<file path="src/tcc_pkg.sv">
// Package for the temperature conversion control block.
// Assumes a 100 MHz core clock and a 32-bit Avalon-MM register bus.
package tcc_pkg;

   // ----------------------------------------------------------------
   // Timing
   // ----------------------------------------------------------------
   localparam int unsigned CLK_HZ = 100000000;
   localparam int unsigned CONV_TIME_MS = 1000; // Longest conversion time
   localparam int unsigned NV_TIME_MS = 10; // Longest nonvolatile copy time
   localparam int unsigned CONV_CYCLES_DFLT = CONV_TIME_MS * (CLK_HZ / 1000);
   localparam int unsigned NV_CYCLES_DFLT = NV_TIME_MS * (CLK_HZ / 1000);

   // ----------------------------------------------------------------
   // Register byte addresses
   // ----------------------------------------------------------------
   localparam logic [7:0] ADDR_COMMAND = 8'h00;
   localparam logic [7:0] ADDR_FETCH = 8'h04;
   localparam logic [7:0] ADDR_CONFIG = 8'h08;
   localparam logic [7:0] ADDR_TEMP = 8'h0C;
   localparam logic [7:0] ADDR_HIGH_TRIP = 8'h10;
   localparam logic [7:0] ADDR_LOW_TRIP = 8'h14;
   localparam logic [7:0] ADDR_RESIDUAL = 8'h18;
   localparam logic [7:0] ADDR_SLOPE = 8'h1C;
   localparam logic [7:0] ADDR_SERIAL = 8'h20;

   // ----------------------------------------------------------------
   // Field positions
   // ----------------------------------------------------------------
   localparam int CMD_BEGIN_BIT = 0;
   localparam int CMD_HALT_BIT = 1;
   localparam int FETCH_TWO_BYTE_BIT = 2;
   localparam int CFG_DONE_BIT = 7;
   localparam int CFG_HIGH_FLAG_BIT = 6;
   localparam int CFG_LOW_FLAG_BIT = 5;
   localparam int CFG_NV_BUSY_BIT = 4;
   localparam int CFG_POL_BIT = 1;
   localparam int CFG_SINGLE_BIT = 0;

   // ----------------------------------------------------------------
   // Values and limits
   // ----------------------------------------------------------------
   localparam logic [8:0] TEMP_MIN = 9'h192; // -55 degrees in half steps
   localparam logic [8:0] TEMP_MAX = 9'h0FA; // +125 degrees in half steps
   localparam logic [8:0] HIGH_TRIP_RST = 9'h0FA;
   localparam logic [8:0] LOW_TRIP_RST = 9'h192;
   localparam logic CFG_POL_RST = 1'b1;
   localparam logic CFG_SINGLE_RST = 1'b0;

   typedef enum logic [1:0] {SRC_TEMP, SRC_RESIDUAL, SRC_SLOPE, SRC_CONFIG} tcc_src_e;

endpackage : tcc_pkg

</file>
<file path="src/tcc_shift_if.sv">
// Interface between the register side and the serial shifter.
// Assumes both ends run on the same core clock.
`timescale 1ns/1ps
interface tcc_shift_if;
   logic load;
   logic [15:0] word;
   logic two_byte;
   logic busy;

   modport ctrl (output load, output word, output two_byte, input busy);
   modport shifter (input load, input word, input two_byte, output busy);
endinterface : tcc_shift_if

</file>
<file path="src/tcc_shifter.sv">
// Serial shifter: sends a loaded byte or word MSB first on the link.
// Assumes the link clock arrives from outside and is sampled by clk.
`timescale 1ns/1ps
module tcc_shifter
   import tcc_pkg::*;
(
   // Clock and control
   input wire logic clk,
   input wire logic rst,
   input wire logic ce,
   // Link pins
   input wire logic link_clk,
   output logic data_o,
   output logic data_oe,
   // Register side
   tcc_shift_if.shifter sh
);

   logic sync1_reg;
   logic sync2_reg;
   logic prev_reg;
   logic [15:0] word_reg;
   logic [4:0] left_reg;
   logic fall;

   // ----------------------------------------------------------------
   // Link clock synchroniser and falling edge
   // ----------------------------------------------------------------
   always_ff @(posedge clk or posedge rst)
   begin
      if (rst)
      begin
         sync1_reg <= 1'b1;
         sync2_reg <= 1'b1;
         prev_reg <= 1'b1;
      end
      else if (ce)
      begin
         sync1_reg <= link_clk;
         sync2_reg <= sync1_reg;
         prev_reg <= sync2_reg;
      end
   end

   assign fall = prev_reg & ~sync2_reg;

   // ----------------------------------------------------------------
   // Shift register, one bit per falling link edge
   // ----------------------------------------------------------------
   always_ff @(posedge clk or posedge rst)
   begin
      if (rst)
      begin
         word_reg <= 16'h0000;
         left_reg <= 5'h00;
         data_o <= 1'b1;
         data_oe <= 1'b0;
      end
      else if (ce)
      begin
         if (sh.load && left_reg == 5'h00)
         begin
            word_reg <= {sh.word[14:0], 1'b0};
            left_reg <= sh.two_byte ? 5'h10 : 5'h08;
            data_o <= sh.word[15];
            data_oe <= 1'b1;
         end
         else if (fall && left_reg != 5'h00)
         begin
            left_reg <= left_reg - 5'h01;
            word_reg <= {word_reg[14:0], 1'b0};
            data_o <= (left_reg == 5'h01) ? 1'b1 : word_reg[15];
            data_oe <= (left_reg != 5'h01);
         end
      end
   end

   assign sh.busy = (left_reg != 5'h00);

   a_shift_msb_first: assert property (@(posedge clk) disable iff (rst)
      (ce && sh.load && left_reg == 5'h00) |=> (data_oe && data_o == $past(sh.word[15])))
      else $error("first serial bit is not the MSB");

endmodule : tcc_shifter

</file>
<file path="src/tcc_top.sv">
// Temperature conversion control: conversion sequencing, result
// formatting, hysteresis thermostat and Avalon-MM register slave.
// Assumes the sensor front end presents its counts on clk.
//
// Contract
// - Temperature result is 9-bit two's complement, half-degree LSB, read on fetch.
// - Serial bytes leave most significant bit first.
// - Results cover -55 to +125 degrees in half-degree steps.
// - Values move as one byte or two bytes, both on reads and writes.
// - Second byte carries the half bit on top, lower seven bits zero.
// - Trip thresholds share the 9-bit temperature layout.
// - After power-up idle, no conversion until begin command.
// - Single-conversion select bit chooses continuous or one-shot.
// - Continuous mode converts back to back until halt, then idles.
// - Begin is accepted any time after a halt and resumes conversions.
// - One-shot mode makes exactly one conversion per begin, then idles.
// - Each conversion completes within one second.
// - Thermostat active above high trip, inactive once below low trip.
// - Thresholds kept in nonvolatile storage; here reset reloads them to HIGH_TRIP_RST and LOW_TRIP_RST.
// - Fetch residual and fetch slope return the last counts.
// - Select bit one means one-shot, zero means continuous.
// - Status shows conversion in progress or complete; in continuous mode done stays set through every conversion after the first.
// - Thermostat re-evaluated as each conversion completes.
// - In one-shot idle the thermostat holds its last state.
`timescale 1ns/1ps
module tcc_top
   import tcc_pkg::*;
#(
   parameter int unsigned CONV_CYCLES = CONV_CYCLES_DFLT,
   parameter int unsigned NV_CYCLES = NV_CYCLES_DFLT
)
(
   // Clock, reset, enable
   input wire logic clk,
   input wire logic rst,
   input wire logic ce,
   // Avalon-MM slave
   input wire logic [7:0] avs_address,
   input wire logic avs_read,
   input wire logic avs_write,
   input wire logic [31:0] avs_writedata,
   input wire logic [3:0] avs_byteenable,
   output logic [31:0] avs_readdata,
   output logic avs_waitrequest,
   // Sensor front end
   input wire logic [8:0] meas_temp,
   input wire logic [7:0] meas_residual,
   input wire logic [7:0] meas_slope,
   // Serial link
   input wire logic serial_clk,
   output logic serial_data_o,
   output logic serial_data_oe,
   // Thermostat pin
   output logic thermostat_out
);

   typedef enum logic {ST_IDLE, ST_CONV} tcc_state_e;

   tcc_state_e state_reg;
   logic [31:0] conv_cnt_reg;
   logic [31:0] nv_cnt_reg;
   logic [8:0] temp_reg;
   logic [7:0] residual_reg;
   logic [7:0] slope_reg;
   logic [8:0] high_trip_threshold;
   logic [8:0] low_trip_threshold;
   logic single_conversion_select;
   logic pol_reg;
   logic done_reg;
   logic high_flag_reg;
   logic low_flag_reg;
   logic active_reg;
   logic [8:0] clamped;
   logic wr_fire;
   logic rd_start;
   logic begin_cmd;
   logic halt_cmd;
   logic complete;
   logic fetch_go;
   logic [7:0] cfg_byte;
   logic [31:0] rd_mux;

   tcc_shift_if shift_bus ();

   // ----------------------------------------------------------------
   // Bus handshake: one wait cycle, then one ready cycle
   // ----------------------------------------------------------------
   always_ff @(posedge clk or posedge rst)
   begin
      if (rst)
         avs_waitrequest <= 1'b1;
      else if (ce)
      begin
         if (!avs_waitrequest)
            avs_waitrequest <= 1'b1;
         else if (avs_read || avs_write)
            avs_waitrequest <= 1'b0;
      end
   end

   assign wr_fire = ce && avs_write && !avs_waitrequest;
   assign rd_start = ce && avs_read && avs_waitrequest;

   // Command decodes
   assign begin_cmd = wr_fire && avs_address == ADDR_COMMAND && avs_byteenable[0]
      && avs_writedata[CMD_BEGIN_BIT];
   assign halt_cmd = wr_fire && avs_address == ADDR_COMMAND && avs_byteenable[0]
      && avs_writedata[CMD_HALT_BIT];
   assign fetch_go = wr_fire && avs_address == ADDR_FETCH && avs_byteenable[0];
   assign complete = ce && state_reg == ST_CONV && conv_cnt_reg == CONV_CYCLES - 1;

   // Result held inside the documented range
   always_comb
   begin
      if ($signed(meas_temp) < $signed(TEMP_MIN))
         clamped = TEMP_MIN;
      else if ($signed(meas_temp) > $signed(TEMP_MAX))
         clamped = TEMP_MAX;
      else
         clamped = meas_temp;
   end

   // ----------------------------------------------------------------
   // Conversion sequencer
   // ----------------------------------------------------------------
   always_ff @(posedge clk or posedge rst)
   begin
      if (rst)
      begin
         state_reg <= ST_IDLE;
         conv_cnt_reg <= 32'h00000000;
      end
      else if (ce)
      begin
         case (state_reg)
            ST_IDLE:
            begin
               conv_cnt_reg <= 32'h00000000;
               if (begin_cmd && !halt_cmd)
                  state_reg <= ST_CONV;
            end
            ST_CONV:
            begin
               if (halt_cmd)
                  state_reg <= ST_IDLE;
               else if (complete)
               begin
                  conv_cnt_reg <= 32'h00000000;
                  if (single_conversion_select)
                     state_reg <= ST_IDLE;
               end
               else
                  conv_cnt_reg <= conv_cnt_reg + 32'h00000001;
            end
            default: state_reg <= ST_IDLE;
         endcase
      end
   end

   // Results latched only when a conversion completes
   always_ff @(posedge clk or posedge rst)
   begin
      if (rst)
      begin
         temp_reg <= 9'h000;
         residual_reg <= 8'h00;
         slope_reg <= 8'h00;
      end
      else if (complete && !halt_cmd)
      begin
         temp_reg <= clamped;
         residual_reg <= meas_residual;
         slope_reg <= meas_slope;
      end
   end

   // Done status
   always_ff @(posedge clk or posedge rst)
   begin
      if (rst)
         done_reg <= 1'b1;
      else if (ce)
      begin
         if (state_reg == ST_IDLE && begin_cmd && !halt_cmd)
            done_reg <= 1'b0;
         else if (complete || halt_cmd)
            done_reg <= 1'b1;
      end
   end

   // ----------------------------------------------------------------
   // Thermostat with hysteresis and high / low flags
   // ----------------------------------------------------------------
   always_ff @(posedge clk or posedge rst)
   begin
      if (rst)
         active_reg <= 1'b0;
      else if (complete && !halt_cmd)
      begin
         if ($signed(clamped) >= $signed(high_trip_threshold))
            active_reg <= 1'b1;
         else if ($signed(clamped) < $signed(low_trip_threshold))
            active_reg <= 1'b0;
      end
   end

   // Pin follows polarity, holds between conversions
   always_ff @(posedge clk or posedge rst)
   begin
      if (rst)
         thermostat_out <= ~CFG_POL_RST;
      else if (ce)
         thermostat_out <= pol_reg ? active_reg : ~active_reg;
   end

   // Sticky flags, a new set wins over a clearing write
   always_ff @(posedge clk or posedge rst)
   begin
      if (rst)
      begin
         high_flag_reg <= 1'b0;
         low_flag_reg <= 1'b0;
      end
      else if (ce)
      begin
         if (complete && !halt_cmd && $signed(clamped) >= $signed(high_trip_threshold))
            high_flag_reg <= 1'b1;
         else if (wr_fire && avs_address == ADDR_CONFIG && avs_byteenable[0]
            && !avs_writedata[CFG_HIGH_FLAG_BIT])
            high_flag_reg <= 1'b0;
         if (complete && !halt_cmd && $signed(clamped) <= $signed(low_trip_threshold))
            low_flag_reg <= 1'b1;
         else if (wr_fire && avs_address == ADDR_CONFIG && avs_byteenable[0]
            && !avs_writedata[CFG_LOW_FLAG_BIT])
            low_flag_reg <= 1'b0;
      end
   end

   // ----------------------------------------------------------------
   // Nonvolatile settings: thresholds, polarity, mode select
   // ----------------------------------------------------------------
   always_ff @(posedge clk or posedge rst)
   begin
      if (rst)
      begin
         high_trip_threshold <= HIGH_TRIP_RST;
         low_trip_threshold <= LOW_TRIP_RST;
         pol_reg <= CFG_POL_RST;
         single_conversion_select <= CFG_SINGLE_RST;
      end
      else if (wr_fire && nv_cnt_reg == 32'h00000000)
      begin
         // One byte sets whole degrees, two bytes add the half bit
         if (avs_address == ADDR_HIGH_TRIP && avs_byteenable[1])
            high_trip_threshold <= {avs_writedata[15:8],
               avs_byteenable[0] & avs_writedata[7]};
         if (avs_address == ADDR_LOW_TRIP && avs_byteenable[1])
            low_trip_threshold <= {avs_writedata[15:8],
               avs_byteenable[0] & avs_writedata[7]};
         if (avs_address == ADDR_CONFIG && avs_byteenable[0])
         begin
            pol_reg <= avs_writedata[CFG_POL_BIT];
            single_conversion_select <= avs_writedata[CFG_SINGLE_BIT];
         end
      end
   end

   // Copy timer, settings writes refused while it runs
   always_ff @(posedge clk or posedge rst)
   begin
      if (rst)
         nv_cnt_reg <= 32'h00000000;
      else if (ce)
      begin
         if (nv_cnt_reg != 32'h00000000)
            nv_cnt_reg <= nv_cnt_reg - 32'h00000001;
         else if (wr_fire && ((avs_address == ADDR_HIGH_TRIP && avs_byteenable[1])
            || (avs_address == ADDR_LOW_TRIP && avs_byteenable[1])
            || (avs_address == ADDR_CONFIG && avs_byteenable[0])))
            nv_cnt_reg <= NV_CYCLES;
      end
   end

   // ----------------------------------------------------------------
   // Read mux and serial fetch
   // ----------------------------------------------------------------
   assign cfg_byte = {done_reg, high_flag_reg, low_flag_reg, nv_cnt_reg != 32'h00000000,
      2'b00, pol_reg, single_conversion_select};

   always_comb
   begin
      rd_mux = 32'h00000000;
      case (avs_address)
         ADDR_CONFIG: rd_mux = {24'h000000, cfg_byte};
         ADDR_TEMP: rd_mux = {16'h0000, temp_reg, 7'h00};
         ADDR_HIGH_TRIP: rd_mux = {16'h0000, high_trip_threshold, 7'h00};
         ADDR_LOW_TRIP: rd_mux = {16'h0000, low_trip_threshold, 7'h00};
         ADDR_RESIDUAL: rd_mux = {24'h000000, residual_reg};
         ADDR_SLOPE: rd_mux = {24'h000000, slope_reg};
         ADDR_SERIAL: rd_mux = {31'h00000000, shift_bus.busy};
         default: rd_mux = 32'h00000000;
      endcase
   end

   always_ff @(posedge clk or posedge rst)
   begin
      if (rst)
         avs_readdata <= 32'h00000000;
      else if (rd_start)
         avs_readdata <= rd_mux;
   end

   // Fetch word, source in bits 1:0, length in bit 2
   always_comb
   begin
      case (tcc_src_e'(avs_writedata[1:0]))
         SRC_TEMP: shift_bus.word = {temp_reg, 7'h00};
         SRC_RESIDUAL: shift_bus.word = {residual_reg, 8'h00};
         SRC_SLOPE: shift_bus.word = {slope_reg, 8'h00};
         default: shift_bus.word = {cfg_byte, 8'h00};
      endcase
   end

   assign shift_bus.load = fetch_go;
   assign shift_bus.two_byte = avs_writedata[FETCH_TWO_BYTE_BIT];

   tcc_shifter u_shifter (
      .clk(clk),
      .rst(rst),
      .ce(ce),
      .link_clk(serial_clk),
      .data_o(serial_data_o),
      .data_oe(serial_data_oe),
      .sh(shift_bus.shifter)
   );

   // ----------------------------------------------------------------
   // Checks
   // ----------------------------------------------------------------
   a_conv_time_bound: assert property (@(posedge clk) disable iff (rst)
      conv_cnt_reg <= CONV_CYCLES - 1)
      else $error("conversion ran past its time limit");

   a_begin_starts: assert property (@(posedge clk) disable iff (rst)
      (state_reg == ST_IDLE && begin_cmd && !halt_cmd) |=> (state_reg == ST_CONV && !done_reg))
      else $error("begin did not start a conversion");

   a_halt_goes_idle: assert property (@(posedge clk) disable iff (rst)
      halt_cmd |=> (state_reg == ST_IDLE && done_reg))
      else $error("halt did not return to idle");

   a_single_one_conv: assert property (@(posedge clk) disable iff (rst)
      (complete && !halt_cmd && single_conversion_select) |=> state_reg == ST_IDLE)
      else $error("one-shot mode kept converting");

   a_cont_keeps_going: assert property (@(posedge clk) disable iff (rst)
      (complete && !halt_cmd && !single_conversion_select)
      |=> (state_reg == ST_CONV && conv_cnt_reg == 32'h00000000))
      else $error("continuous mode stopped");

   a_temp_held: assert property (@(posedge clk) disable iff (rst)
      !(complete && !halt_cmd) |=> $stable(temp_reg))
      else $error("result changed without a completed conversion");

   a_range_kept: assert property (@(posedge clk) disable iff (rst)
      ($signed(temp_reg) >= $signed(TEMP_MIN) && $signed(temp_reg) <= $signed(TEMP_MAX)))
      else $error("result outside the measurable range");

   a_trip_high: assert property (@(posedge clk) disable iff (rst)
      (complete && !halt_cmd && $signed(clamped) >= $signed(high_trip_threshold))
      ##1 ce |=> thermostat_out == pol_reg)
      else $error("thermostat not active above high trip");

endmodule : tcc_top

</file>
<file path="config.mk">
export PLATFORM = sky130hd
export DESIGN_NAME = tcc_top
export DESIGN_NICKNAME = d
export VERILOG_FILES = /design/src/tcc_pkg.sv /design/src/tcc_shift_if.sv /design/src/tcc_shifter.sv /design/src/tcc_top.sv
export SDC_FILE = /design/constraint.sdc
export NUM_CORES = 1
export LEC_CHECK = 0
export ABC_AREA = 1
export BUFFER_PORTS_ARGS = -buffer_cell sky130_fd_sc_hd__buf_4
export CORE_MARGIN = 2
export CORE_UTILIZATION = 50
export CTS_BUF_LIST = sky130_fd_sc_hd__clkbuf_4
export DETAILED_ROUTE_END_ITERATION = 16
export GPL_ROUTABILITY_DRIVEN = 0
export PLACE_DENSITY = 0.76
export SYNTH_ARGS = -nofsm -noshare
export SYNTH_HDL_FRONTEND = slang
export SYNTH_SLANG_ARGS = --single-unit
</file>
<file path="constraint.sdc">
create_clock -name clk -period 4.85 [get_ports clk]
set_input_delay 0.485 -clock clk [delete_from_list [all_inputs] [get_ports clk]]
set_output_delay 0.485 -clock clk [all_outputs]
set_load 0.02 [all_outputs]
</file>
==> run summary <==
status -> finished clean
Tmin final -> 3.06 ns
crit path max fanout -> 35
final core occ -> 55.5%
worst min path class -> in -> reg
PostCTS Resize Cnt -> 0
Fillers -> 1963
vias in the first global route -> 8694
Core ar. -> 0.0193 mm^2
Yosys warnings -> 0
First DRT Iteration DRCs -> 721
#FFs+latches synth -> 150
mux cell area share after synthesis -> 0%
Initial Utilization -> 50.5%
max cap viols -> 0
Total Routed Length -> 25000 um
first-pass GRT wire length -> 41800 um
CP arrival -> 3.54 ns
wire per inst -> 14.1 um
PwrDens -> 341 mW/mm^2
largest family of logic cells by synthesized area -> simple AND/OR/NAND/NOR gates
clock skew -> 0.0178 ns
crit-path leading delay family -> simple AND/OR/NAND/NOR gates
Worst setup SP type -> flip-flop
Die W -> 144 um
reg2reg end -> nv_cnt_reg[28]
Global Route Usage Sum -> 25.4%
Hold Startpoint -> meas_slope[0]
initial antenna violation count -> 1
TritonCTS Buffers -> 17
crit-path cells -> inv_1, ha_1, nand2_4, nor2_8, nand4_1, nand2_2, nand2_1, nand2_1, nand2_1
Max Clock Freq -> 327 MHz
unrepaired setup endpoints after global routing -> false
Synth Cell Area -> 0.00974 mm^2
Final Max Tran Viols -> 0
vias -> 9230
Syn Inst Count -> 1425
pin count of the biggest net entering global routing -> 60
Critical-path top delay cell -> nand2_1
Pre-Repair DR Iteration Count -> 6
DR vias/cell -> 5.22
final net count -> 1585
Crit path largest cell delay -> 0.80 ns
sequential fraction of the synthesis area -> 38.8%
worst skew pair latency -> 0.59 ns
Fin Setup TNS -> 0 ns
Critical Path RT -> 5.33 ns
Critical path buffers and inverters -> 1
Port-buffer cells -> 74
die area -> 0.0206 mm^2
total gr overflow -> 0
CTS tree -> done
Max VDD drop -> 0.179 mV
Synth Flop Type -> dfrtp_1
most frequent cell on the critical path -> nand2_1
flop2flop setup slack -> 1.79 ns
Synth async-reset ratio -> 100%
XOR/XNOR Fraction of Synth Area -> 1.26%
worst r2r src -> nv_cnt_reg[0]
Hold Fails Final Rpt -> 0
Layout area overhead -> 9.78%
Netlist cell types -> 49
Post-synth EDFFs -> 0
simple-gate share of the synthesized area -> 38.4%
Least-Margin Pin Slew -> 1.16 ns
Clock Sinks -> 150
IO Pins -> 111
Worst Hold End -> slope_reg[0]
Root Driver -> clkbuf_4
CP Capture Type -> flip-flop
worst reg-to-reg path cell count -> 9
critical path class -> reg -> reg
post-route ant nets -> 0
hold path cells -> 3
Period Utilization, post-route -> 63.1%
Die Span Y -> 144 um
Longest Clk Path Bufs -> 2
leakage dissipation -> 5.37 nW
Post-Synth Adder-Cell Area -> 2.83%
# DRC -> 0
H-tree depth -> 4
clk slew on worst S/H paths -> 0.14 ns
fraction of layout cells with a size suffix above 1 -> 12.4%
mean post-synth cell area -> 6.84 um^2
DP Wirelength -> 18600 um
Slew HR -> 22.6%
post-synthesis compound-gate area fraction -> 9.39%
Final setup viols -> 0
row count -> 51
-- layout make-up --
| cell class | instances | area, um^2 | share of cell area [%] |
|---|---|---|---|
| Sequential cell | 150 | 3770 | 35.3 |
| Antenna cell | 1 | 2.50 | 0.0234 |
| Timing Repair Buffer | 81 | 611 | 5.71 |
| Tap cell | 265 | 332 | 3.10 |
| Multi-Input combinational cell | 1078 | 5120 | 47.9 |
| Clock buffer | 20 | 150 | 1.40 |
| Clock inverter | 12 | 100 | 0.936 |
| Inverter | 160 | 606 | 5.66 |
-- worst max path at each step --
stage / start / endpoint / slack, ns / cells past startpoint
6_report: nv_cnt_reg[0] / nv_cnt_reg[28] / 1.79 / 9
5_1_grt: nv_cnt_reg[0] / nv_cnt_reg[15] / 1.50 / 9
4_1_cts: nv_cnt_reg[0] / nv_cnt_reg[28] / 1.77 / 9
3_5_place_dp: nv_cnt_reg[0] / nv_cnt_reg[28] / 1.82 / 9
3_3_place_gp: nv_cnt_reg[0] / nv_cnt_reg[25] / 1.85 / 9
2_1_floorplan: rst / active_reg / 0.36 / 1
-- kinds of logic after synthesis --
family | count (synthesis)
and+or+nand+nor | 874
other | 1
adders and majority gates | 22
xor gates and xnor gates | 14
DFF | 150
AOI/OAI and AO/OA | 152
buffers and inverters | 212
-- cell usage in the layout (no fill, tap or decap), types with 5 or more instances in the layout --
cell type  synthesis  final
o21ai_2           16     16
o21ai_1           32     32
nor2_1           191    191
o221ai_1           5      5
xor2_1            10     10
nor3_1            12     12
nand2_1          494    494
o22ai_1            8      8
or2_2              5      5
o21bai_1          10     10
dfstp_2           17     17
nand3_1           98     98
nand3b_1           7      7
dfrtp_1          133    133
ha_1              22     22
o21ai_0           46     46
nand2_2            5      5
inv_1            156    155
nand4_1           33     33
buf_4             19     80
a21oi_1           21     21
nor2_2            12     12
clkbuf_4           0     20
conb_1             1     16
-- stage by stage --
| step | power, mW | area [um^2] | instances | setup slack, ns | hold WS, ns |
|---|---|---|---|---|---|
| floorplan | 2.61 | 9800 | 1440 | 0.357 | 0.442 |
| global placement | 2.88 | 10400 | 1733 | 1.85 | 0.452 |
| detailed placement | 2.92 | 10400 | 1733 | 1.82 | 0.456 |
| CTS | 3.65 | 10700 | 1766 | 1.77 | 0.0764 |
| global route | 3.94 | 10700 | 1767 | 1.50 | 0.0614 |
| finish | 3.65 | 10700 | 1767 | 1.79 | 0.0814 |
-- worst register-to-register path, cell delays in order (launching register included) --
cell and delay (ns):
dfrtp_1 0.42, inv_1 0.08, ha_1 0.29, nand2_4 0.13
nor2_8 0.18, nand4_1 0.14, nand2_2 0.54, nand2_1 0.81
nand2_1 0.29, nand2_1 0.07
-- per-layer routing --
| layer | up-vias | track usage (%) | part of all wire, % |
|---|---|---|---|
| li1 | 4628 | - | - |
| met1 | 4246 | 34.2 | 45 |
| met2 | 291 | 41.2 | 47 |
| met3 | 65 | 4.27 | 5.3 |
| met4 | 0 | 9.91 | 3.0 |
| met5 | - | 0 | 0 |
-- synth_stat cells (2+ instances only) --
master / instances / area share, %
o21ai_0: 46 / 2.4
nor2_8: 2 / 0.41
nand4_1: 33 / 2.1
nand3_1: 98 / 5.0
o21ai_2: 16 / 1.4
buf_6: 2 / 0.23
o211ai_1: 4 / 0.31
a21oi_1: 21 / 1.1
a22oi_1: 2 / 0.15
ha_1: 22 / 2.8
nand3b_4: 2 / 0.41
o22ai_1: 8 / 0.51
nand2_1: 494 / 19
buf_1: 3 / 0.12
dfstp_2: 17 / 4.6
buf_2: 18 / 0.92
xor2_1: 10 / 0.90
nor2_2: 12 / 0.77
o21bai_1: 10 / 0.77
buf_4: 19 / 1.5
nand3b_1: 7 / 0.54
nor3b_1: 2 / 0.15
o21ai_1: 32 / 1.6
nor2_1: 191 / 7.4
nand2_2: 5 / 0.32
nor3_1: 12 / 0.62
clkbuf_1: 10 / 0.39
nor2_4: 4 / 0.46
dfrtp_1: 133 / 34
nand2_4: 2 / 0.23
o221ai_1: 5 / 0.45
inv_1: 156 / 6.0
o2111ai_1: 2 / 0.18
xnor2_1: 4 / 0.36
inv_2: 3 / 0.12
or2_2: 5 / 0.32
-- report_power, final --
group / internal, mW / total [mW] / switching, mW / leakage [nW]
Clock: 0.229 / 0.734 / 0.505 / 0.132
Sequential: 1.42 / 1.61 / 0.196 / 1.91
Combinational: 0.456 / 1.30 / 0.843 / 3.32
Total: 2.10 / 3.65 / 1.54 / 5.37
-- repair_timing --
item,CTS,global route
setup buffers,0,0
endpoints found under the hold margin,55,0
endpoints found under the setup margin,0,0
hold buffers,1,0
No activity file was read; power rests on OpenSTA's default activity.
